**src/hdl/tcl_lamp_regs.vh**
```
// Behaviour
// - All five lamps lit eleven seconds after power
// - Self-test start: five lamps dark one second
// - Full pass: five lamps blink three times
// - Partial failure: five lamps blink five times
// - After indication lamps follow card state
// - Out-of-service lamp lit while card disabled
// - In-service lamp: no alarm, enabled, no loopback
// - Local-alarm lamp follows red alarm
// - Far-end-alarm lamp follows yellow alarm
// - Loop-test lamp lit during loopback
// - Clock-controller lamp dark two seconds first
// - Clock-controller pass: red, blinks twice
// - Clock lamp red until enabled, then green
// - Handler lamp steady red at power-up, no test
// - Handler enabled: lamp steady green
// - Local test loops internally, checks four functions
// - Local test for whole loop or one channel
`ifndef TCL_LAMP_REGS_VH
`define TCL_LAMP_REGS_VH
`define TCL_CLK_HZ         100000000
`define TCL_HALF_SEC_MS    500
`define TCL_HALF_SEC_CYC   ((`TCL_CLK_HZ / 1000) * `TCL_HALF_SEC_MS)
`define TCL_LAMP_ON_HALVES 8'h16
`define TCL_DARK_HALVES    8'h02
`define TCL_PASS_BLINKS    8'h03
`define TCL_PART_BLINKS    8'h05
`define TCL_CC_DARK_HALVES 8'h04
`define TCL_CC_BLINKS      8'h02
`define TCL_ADDR_CTRL      4'h0
`define TCL_ADDR_STAT      4'h4
`define TCL_ADDR_LAMP      4'h8
`define TCL_CTRL_RESET     8'h00
`endif

```
**src/hdl/tcl_tick_gen.v**
```verilog
`timescale 1ns/1ns
`include "tcl_lamp_regs.vh"
module tcl_tick_gen #(
  parameter HALF_CYC = `TCL_HALF_SEC_CYC
) (
  // Clock and reset
  input  wire ref_clk,
  input  wire srst,
  // Half-second tick
  output reg  halfTick
);
  reg [31:0] cnt_r;
  // Tick divider timing every blink and delay
  always @(posedge ref_clk) begin
    if (srst) begin
      cnt_r    <= 32'h0;
      halfTick <= 1'b0;
    end else if (cnt_r == HALF_CYC - 1) begin
      cnt_r    <= 32'h0;
      halfTick <= 1'b1;
    end else begin
      cnt_r    <= cnt_r + 32'h1;
      halfTick <= 1'b0;
    end
  end
endmodule

```
**src/hdl/tcl_lamp_seq.v**
```verilog
// The implementer's own choices: the plain strobed port and the register addresses.
`timescale 1ns/1ns
`include "tcl_lamp_regs.vh"
module tcl_lamp_seq #(
  parameter HALF_CYC = `TCL_HALF_SEC_CYC
) (
  // Clock and reset
  input  wire       ref_clk,
  input  wire       srst,
  // Card state from detectors (pins)
  input  wire       redAlarmIn,
  input  wire       yellowAlarmIn,
  input  wire       testPassIn,
  input  wire       testPartialIn,
  input  wire       ccTestPassIn,
  // Register port
  input  wire [3:0] regAddr,
  input  wire [7:0] regWdata,
  input  wire       regWr,
  input  wire       regRd,
  output reg  [7:0] regRdata,
  // Local loopback test control
  output reg        loopTestActive,
  output reg        loopTestWhole,
  output reg  [4:0] loopTestChan,
  // Lamps
  output reg        outOfServiceLamp,
  output reg        inServiceLamp,
  output reg        localAlarmLamp,
  output reg        farEndAlarmLamp,
  output reg        loopTestLamp,
  output reg        clockLampRed,
  output reg        clockLampGreen,
  output reg        handlerLampRed,
  output reg        handlerLampGreen
);
  // ----------------------------------------
  // Pin synchronisers
  // ----------------------------------------
  reg  [4:0] syncA_r;
  reg  [4:0] syncB_r;
  wire [4:0] pinIn = {ccTestPassIn, testPartialIn, testPassIn, yellowAlarmIn, redAlarmIn};
  genvar gi;
  generate
    for (gi = 0; gi < 5; gi = gi + 1) begin : gSync
      always @(posedge ref_clk) begin
        if (srst) begin
          syncA_r[gi] <= 1'b0;
          syncB_r[gi] <= 1'b0;
        end else begin
          syncA_r[gi] <= pinIn[gi];
          syncB_r[gi] <= syncA_r[gi];
        end
      end
    end
  endgenerate
  wire redAlarm    = syncB_r[0];
  wire yellowAlarm = syncB_r[1];
  wire testPass    = syncB_r[2];
  wire testPartial = syncB_r[3];
  wire ccPass      = syncB_r[4];

  wire halfTick;
  tcl_tick_gen #(
    .HALF_CYC (HALF_CYC)
  ) uTick (
    .ref_clk  (ref_clk),
    .srst     (srst),
    .halfTick (halfTick)
  );

  // ----------------------------------------
  // Control register
  // ----------------------------------------
  // Bits: 0 card disabled, 1 loopback, 2 clock ctrl enabled,
  // 3 clock green flashing, 4 handler enabled, 5 test start,
  // 6 test whole loop, 7 test stop
  reg  [7:0] ctrl_r;
  reg  [4:0] chanSel_r;
  wire       cardDisabled = ctrl_r[0];
  wire       loopback     = ctrl_r[1];
  wire       ccEnabled    = ctrl_r[2];
  wire       ccFlash      = ctrl_r[3];
  wire       dchEnabled   = ctrl_r[4];
  wire       wrCtrl = regWr && (regAddr == `TCL_ADDR_CTRL);
  wire       wrChan = regWr && (regAddr == `TCL_ADDR_LAMP);
  wire       startReq = wrCtrl && regWdata[5];
  wire       stopReq  = wrCtrl && regWdata[7];
  always @(posedge ref_clk) begin
    if (srst) begin
      ctrl_r    <= `TCL_CTRL_RESET;
      chanSel_r <= 5'h00;
    end else begin
      if (wrCtrl)
        ctrl_r <= {3'h0, regWdata[4:0]};
      if (wrChan)
        chanSel_r <= regWdata[4:0];
    end
  end

  // ----------------------------------------
  // Local loopback test
  // ----------------------------------------
  // Internal loop only; software must have disabled the card, handler or
  // channel first; a whole-loop start with the handler enabled is only flagged in testRefused_r, never blocked.
  reg testRefused_r;
  always @(posedge ref_clk) begin
    if (srst) begin
      loopTestActive <= 1'b0;
      loopTestWhole  <= 1'b0;
      loopTestChan   <= 5'h00;
      testRefused_r  <= 1'b0;
    end else if (stopReq) begin
      loopTestActive <= 1'b0;
    end else if (startReq) begin
      loopTestActive <= 1'b1;
      loopTestWhole  <= regWdata[6];
      loopTestChan   <= chanSel_r;
      // Flag a whole-card test while handler still enabled
      testRefused_r  <= regWdata[6] && dchEnabled;
    end
  end

  // ----------------------------------------
  // Card lamp sequencer
  // ----------------------------------------
  localparam S_POWER = 3'h0;
  localparam S_DARK  = 3'h1;
  localparam S_BLINK = 3'h2;
  localparam S_LIVE  = 3'h3;
  reg [2:0] st_r;
  reg [2:0] st_nxt;
  reg [7:0] halves_r;
  reg [7:0] halves_nxt;
  reg [7:0] blinkTarget_r;
  reg [7:0] blinkTarget_nxt;
  reg       blinkOn;
  always @* begin
    st_nxt          = st_r;
    halves_nxt      = halves_r;
    blinkTarget_nxt = blinkTarget_r;
    blinkOn         = 1'b0;
    case (st_r)
      S_POWER: begin
        blinkOn = 1'b1;
        if (halfTick) begin
          if (halves_r == `TCL_LAMP_ON_HALVES - 8'h01) begin
            st_nxt     = S_DARK;
            halves_nxt = 8'h00;
          end else begin
            halves_nxt = halves_r + 8'h01;
          end
        end
      end
      S_DARK: begin
        blinkOn = 1'b0;
        if (halfTick) begin
          if (halves_r == `TCL_DARK_HALVES - 8'h01) begin
            st_nxt     = S_BLINK;
            halves_nxt = 8'h00;
            // Results taken once, as the dark second ends
            // Partial failure wins if both results show
            blinkTarget_nxt = testPartial ? (`TCL_PART_BLINKS << 1) :
                              testPass ? (`TCL_PASS_BLINKS << 1) :
                              8'h00;
            if (!testPartial && !testPass)
              st_nxt = S_LIVE;
          end else begin
            halves_nxt = halves_r + 8'h01;
          end
        end
      end
      S_BLINK: begin
        blinkOn = ~halves_r[0];
        if (halfTick) begin
          if (halves_r == blinkTarget_r - 8'h01) begin
            st_nxt     = S_LIVE;
            halves_nxt = 8'h00;
          end else begin
            halves_nxt = halves_r + 8'h01;
          end
        end
      end
      S_LIVE: begin
        blinkOn = 1'b0;
      end
      default: begin
        st_nxt     = S_POWER;
        halves_nxt = 8'h00;
      end
    endcase
  end

  always @(posedge ref_clk) begin
    if (srst) begin
      st_r          <= S_POWER;
      halves_r      <= 8'h00;
      blinkTarget_r <= 8'h00;
    end else begin
      st_r          <= st_nxt;
      halves_r      <= halves_nxt;
      blinkTarget_r <= blinkTarget_nxt;
    end
  end

  wire live = (st_r == S_LIVE);
  always @(posedge ref_clk) begin
    if (srst) begin
      outOfServiceLamp <= 1'b1;
      inServiceLamp    <= 1'b1;
      localAlarmLamp   <= 1'b1;
      farEndAlarmLamp  <= 1'b1;
      loopTestLamp     <= 1'b1;
    end else if (live) begin
      outOfServiceLamp <= cardDisabled;
      inServiceLamp    <= !redAlarm && !yellowAlarm && !cardDisabled && !loopback;
      localAlarmLamp   <= redAlarm;
      farEndAlarmLamp  <= yellowAlarm;
      loopTestLamp     <= loopback;
    end else begin
      outOfServiceLamp <= blinkOn;
      inServiceLamp    <= blinkOn;
      localAlarmLamp   <= blinkOn;
      farEndAlarmLamp  <= blinkOn;
      loopTestLamp     <= blinkOn;
    end
  end

  // ----------------------------------------
  // Clock-controller lamp
  // ----------------------------------------
  localparam C_DARK  = 2'h0;
  localparam C_BLINK = 2'h1;
  localparam C_DONE  = 2'h2;
  reg [1:0] cst_r;
  reg [7:0] cHalves_r;
  reg       flashPhase_r;
  // Flash phase runs free, so green flashing stays on the tick grid
  always @(posedge ref_clk) begin
    if (srst) begin
      cst_r        <= C_DARK;
      cHalves_r    <= 8'h00;
      flashPhase_r <= 1'b0;
    end else begin
      if (halfTick)
        flashPhase_r <= ~flashPhase_r;
      case (cst_r)
        C_DARK: if (halfTick) begin
          if (cHalves_r == `TCL_CC_DARK_HALVES - 8'h01) begin
            cHalves_r <= 8'h00;
            cst_r     <= ccPass ? C_BLINK : C_DONE;
          end else begin
            cHalves_r <= cHalves_r + 8'h01;
          end
        end
        C_BLINK: if (halfTick) begin
          if (cHalves_r == (`TCL_CC_BLINKS << 1) - 8'h01) begin
            cHalves_r <= 8'h00;
            cst_r     <= C_DONE;
          end else begin
            cHalves_r <= cHalves_r + 8'h01;
          end
        end
        C_DONE: cst_r <= C_DONE;
        default: cst_r <= C_DARK;
      endcase
    end
  end

  always @(posedge ref_clk) begin
    if (srst) begin
      clockLampRed     <= 1'b0;
      clockLampGreen   <= 1'b0;
      handlerLampRed   <= 1'b1;
      handlerLampGreen <= 1'b0;
    end else begin
      clockLampRed   <= (cst_r == C_BLINK) ? ~cHalves_r[0] :
                        (cst_r == C_DONE) && !ccEnabled;
      clockLampGreen <= (cst_r == C_DONE) && ccEnabled && (!ccFlash || flashPhase_r);
      handlerLampRed   <= !dchEnabled;
      handlerLampGreen <= dchEnabled;
    end
  end

  // ----------------------------------------
  // Read back, one cycle after the strobe
  // ----------------------------------------
  always @(posedge ref_clk) begin
    if (srst) begin
      regRdata <= 8'h00;
    end else if (regRd) begin
      case (regAddr)
        `TCL_ADDR_CTRL: regRdata <= ctrl_r;
        // Spare bit keeps the clock state a three-bit field
        `TCL_ADDR_STAT: regRdata <= {testRefused_r, loopTestActive, 1'b0, cst_r, st_r};
        `TCL_ADDR_LAMP: regRdata <= {3'h0, chanSel_r};
        default:        regRdata <= 8'h00;
      endcase
    end else begin
      regRdata <= 8'h00;
    end
  end
endmodule

```
**config.mk**
```make
export PLATFORM = sky130hd
export DESIGN_NAME = tcl_lamp_seq
export DESIGN_NICKNAME = d
export VERILOG_FILES = /design/src/hdl/tcl_tick_gen.v /design/src/hdl/tcl_lamp_seq.v
export VERILOG_INCLUDE_DIRS = /design/src /design/src/hdl
export SDC_FILE = /design/constraint.sdc
export NUM_CORES = 1
export LEC_CHECK = 0
export BUFFER_PORTS_ARGS = -buffer_cell sky130_fd_sc_hd__buf_2
export CAP_MARGIN = 25
export CORE_MARGIN = 5
export CORE_UTILIZATION = 50
export CTS_BUF_LIST = sky130_fd_sc_hd__clkbuf_4 sky130_fd_sc_hd__clkbuf_8
export DETAILED_ROUTE_END_ITERATION = 6
export PLACE_DENSITY = 0.74
export SYNTH_ARGS = -nofsm -noshare
export SYNTH_HDL_FRONTEND = slang
export SYNTH_HIERARCHICAL = 1
export SYNTH_SLANG_ARGS = --single-unit
```
**constraint.sdc**
```tcl
create_clock -name ref_clk -period 6.6 [get_ports ref_clk]
set_input_delay 0.33 -clock ref_clk [delete_from_list [all_inputs] [get_ports ref_clk]]
set_output_delay 0.33 -clock ref_clk [all_outputs]
set_load 0.005 [all_outputs]
```
==> flow_metrics.py <==
metrics = {
    "finish": {
        "layout-drive-gt1-share": 0.136,
        "layout_common_cells": "dfxtp_1 (101), nor2_1 (62), nand2_1 (44), buf_2 (43), a21oi_1 (40)",
        "final_area_sq_mm": 0.00503,
        "utilization": 0.571,
        "syn_to_final_growth_pct": 10.7,
        "layout_commonest_cell": "dfxtp_1",
        "diodes": 0,
        "final_nets": 581,
    },
    "sta": {
        "hold_viol": 0,
        "slew_headroom": 0.544,
        "rsz0062_at_grt": "false",
        "min_period_over_period": 0.358,
        "drv_slew": 0,
        "finalSetupViolCount": 0,
        "skew_ns": 0.00709,
        "tightest_slew_ns": 0.683,
        "timing.hold.ws_ns": 0.153,
        "timing.fmax_ghz": 0.423,
        "timing.final.crit_period_ns": 2.36,
        "fin_setup_tns_ns": 0,
    },
    "global_route": {
        "track_usage": 0.171,
        "globalRouteOverflowTotal": 0,
        "use_met1": 0.214,
        "grt_pass1_wl_um": 15800,
        "grt_busiest_layer": "met2",
        "antenna_found_initial": 1,
        "grtUsageMet3": 0.0300,
        "grt_max_degree": 58,
        "grt_pass1_vias": 3549,
        "gr-usage-met2": 0.286,
    },
    "worst_hold_path": {
        "hold_path.startpoint": "regWdata[7]",
        "hold_path.class": "input pin to flip-flop",
        "holdPathStages": 2,
        "holdPathEnd": "loopTestActive",
    },
    "routing": {
        "dr.pass1.iters": 4,
        "drc_errors": 0,
        "drt_iter0_drc": 133,
        "antenna_left": 0,
        "routed_wl_um": 9370,
        "vias": 3706,
        "drt-wirelength-per-cell_um": 14.2,
        "post_drt_via_cell_ratio": 5.63,
    },
    "power": {
        "total_power_mw": 1.10,
        "power.density_mw_per_mm2": 220,
        "ir_drop_v": 0.000133,
        "leakage_nw": 1.80,
    },
    "worst_setup_path": {
        "cp-startpoint": "uTick/cnt_r[5]",
        "start_kind": "flip-flop",
        "r2r_slack_ns": 4.24,
        "reg2reg_from": "uTick/cnt_r[5]",
        "path_class": "flip-flop to flip-flop",
        "crit_required_ns": 6.90,
        "r2r_end": "uTick/cnt_r[30]",
        "cp-end-kind": "flip-flop",
        "r2r.worst_path.cells": 4,
        "cp_max_fo": 12,
        "cp.arrival_ns": 2.66,
    },
    "floorplanning": {
        "io_pins": 45,
        "core_region_area_sq_mm": 0.00881,
        "start_util": 0.516,
        "dieArea_sq_mm": 0.0111,
        "die_h_um": 105,
        "die_width_um": 105,
        "core.rowCount": 34,
    },
    "clock_network": {
        "postCtsSetupRepairBufs": 0,
        "cts_resized": 0,
        "cts.sinks": 101,
        "clk_latency_ns": 0.36,
        "root_buffer": "clkbuf_8",
        "path_clk_slew_ns": 0.10,
        "cts_hold_buf": 0,
        "cts_buffers": 9,
        "cts_tree": "done",
        "htreeDepth": 3,
        "max-clock-path-buffers": 2,
    },
    "placed_design": {
        "dp_hpwl_um": 6700,
        "io_buffers": 43,
        "placedInstanceArea_sq_mm": 0.00478,
        "place.gp.congestion": 0.819,
    },
    "logic_synthesis": {
        "synthTopCellsByArea": "dfxtp_1 (45%), nor2_1 (5.1%), a21oi_1 (4.4%)",
        "ys_warn_count": 6,
        "synth_area_per_cell_sq_um": 8.90,
        "yosys.area.top_type_share": 0.445,
        "ys_async_sr_fraction": 0,
        "synth_edf_count": 0,
        "synthCells": 510,
        "synth_cell_types": 54,
        "syn_nets": 546,
        "synth_area_sq_mm": 0.00454,
        "synth.ff_latch_count": 101,
        "synth-seq-area-share": 0.445,
        "yosysTopAreaCell": "dfxtp_1",
        "synthFlopType": "dfxtp_1",
    },
    "run_status": {
        "status": "completed",
    },
    "run": {
        "max_cap_viol_count": 0,
    },
}
-- cell type report --
type                    instances  area, sq um
flip-flops and latches        101         2020
inverters                      18         67.6
fillers                       796         3780
repair buffers                 44          235
multi-input cells             371         2340
clock buffers                   9          124
clock inverters                 7          103
well taps                     108          135
-- metrics by stage --
stage | std cells | worst slack (ns)
floorplan | 510 | 4.52
global placement | 641 | 4.19
detailed placement | 641 | 4.10
CTS | 657 | 4.25
global route | 658 | 4.11
finish | 658 | 4.24
-- kinds of logic after synthesis --
kind of cell               Yosys count  synth area share
adders and majority gates           15            0.0413
xor gates and xnor gates            29            0.0559
other                                1          0.000826
AOI/OAI and AO/OA                   79             0.104
DFF                                101             0.445
and+or+nand+nor                    227             0.269
muxes                               20            0.0444
buffers and inverters               38            0.0391
-- flip-flops by register name, indices dropped and copies added, names as in the netlist, 2 cells and up --
| register | cells |
|---|---|
| cst_r | 2 |
| ctrl_r | 5 |
| chanSel_r | 5 |
| st_r | 2 |
| cHalves_r | 8 |
| uTick/cnt_r | 32 |
| halves_r | 8 |
| syncA_r | 5 |
| blinkTarget_r | 3 |
| loopTestChan | 5 |
| regRdata | 7 |
-- synth_stat cells (all sizes together), types with 2 or more instances --
cell    instances
nand4          10
and4            3
xnor2          17
nor4            6
nand2b          3
or4b            2
a21oi          41
nor2           62
buf            15
or3            12
o211ai          3
o21a            2
ha             15
dfxtp         101
clkbuf          5
mux2i          19
inv            18
o31ai           9
o21ai          11
or4            14
nand3          23
a211oi          7
nor4b           5
and2            3
nor3           14
nand2          44
nor2b          15
and3            7
xor2           12
-- how the worst max path moves through the flow --
stage                       to  cells past startpoint  slack (ns)
2_1_floorplan  uTick/cnt_r[30]                      6        4.52
3_5_place_dp   loopTestChan[1]                      6        4.10
6_report       uTick/cnt_r[30]                      4        4.24
5_1_grt        uTick/cnt_r[30]                      4        4.11
4_1_cts        uTick/cnt_r[30]                      4        4.25
3_3_place_gp     loopTestWhole                      6        4.19
-- worst max-delay path, cell delays in order, from the launching register on --
cell and delay, ns:
dfxtp_1 0.40, nand4_1 0.40, or4_1 0.79, or4_4 0.57, a21oi_2 0.13
-- report_power, final --
group,switching (mW),internal [mW]
Combinational,0.0251,0.0169
Sequential,0.00523,0.616
Clock,0.223,0.219
Total,0.253,0.852
-- layer usage --
metal	wire, um	up-vias
li1	-	1860
met1	4330	1756
met2	4440	70
met3	385	18
met4	209	2
met5	7	-
No activity file was read; power rests on OpenSTA's default activity.
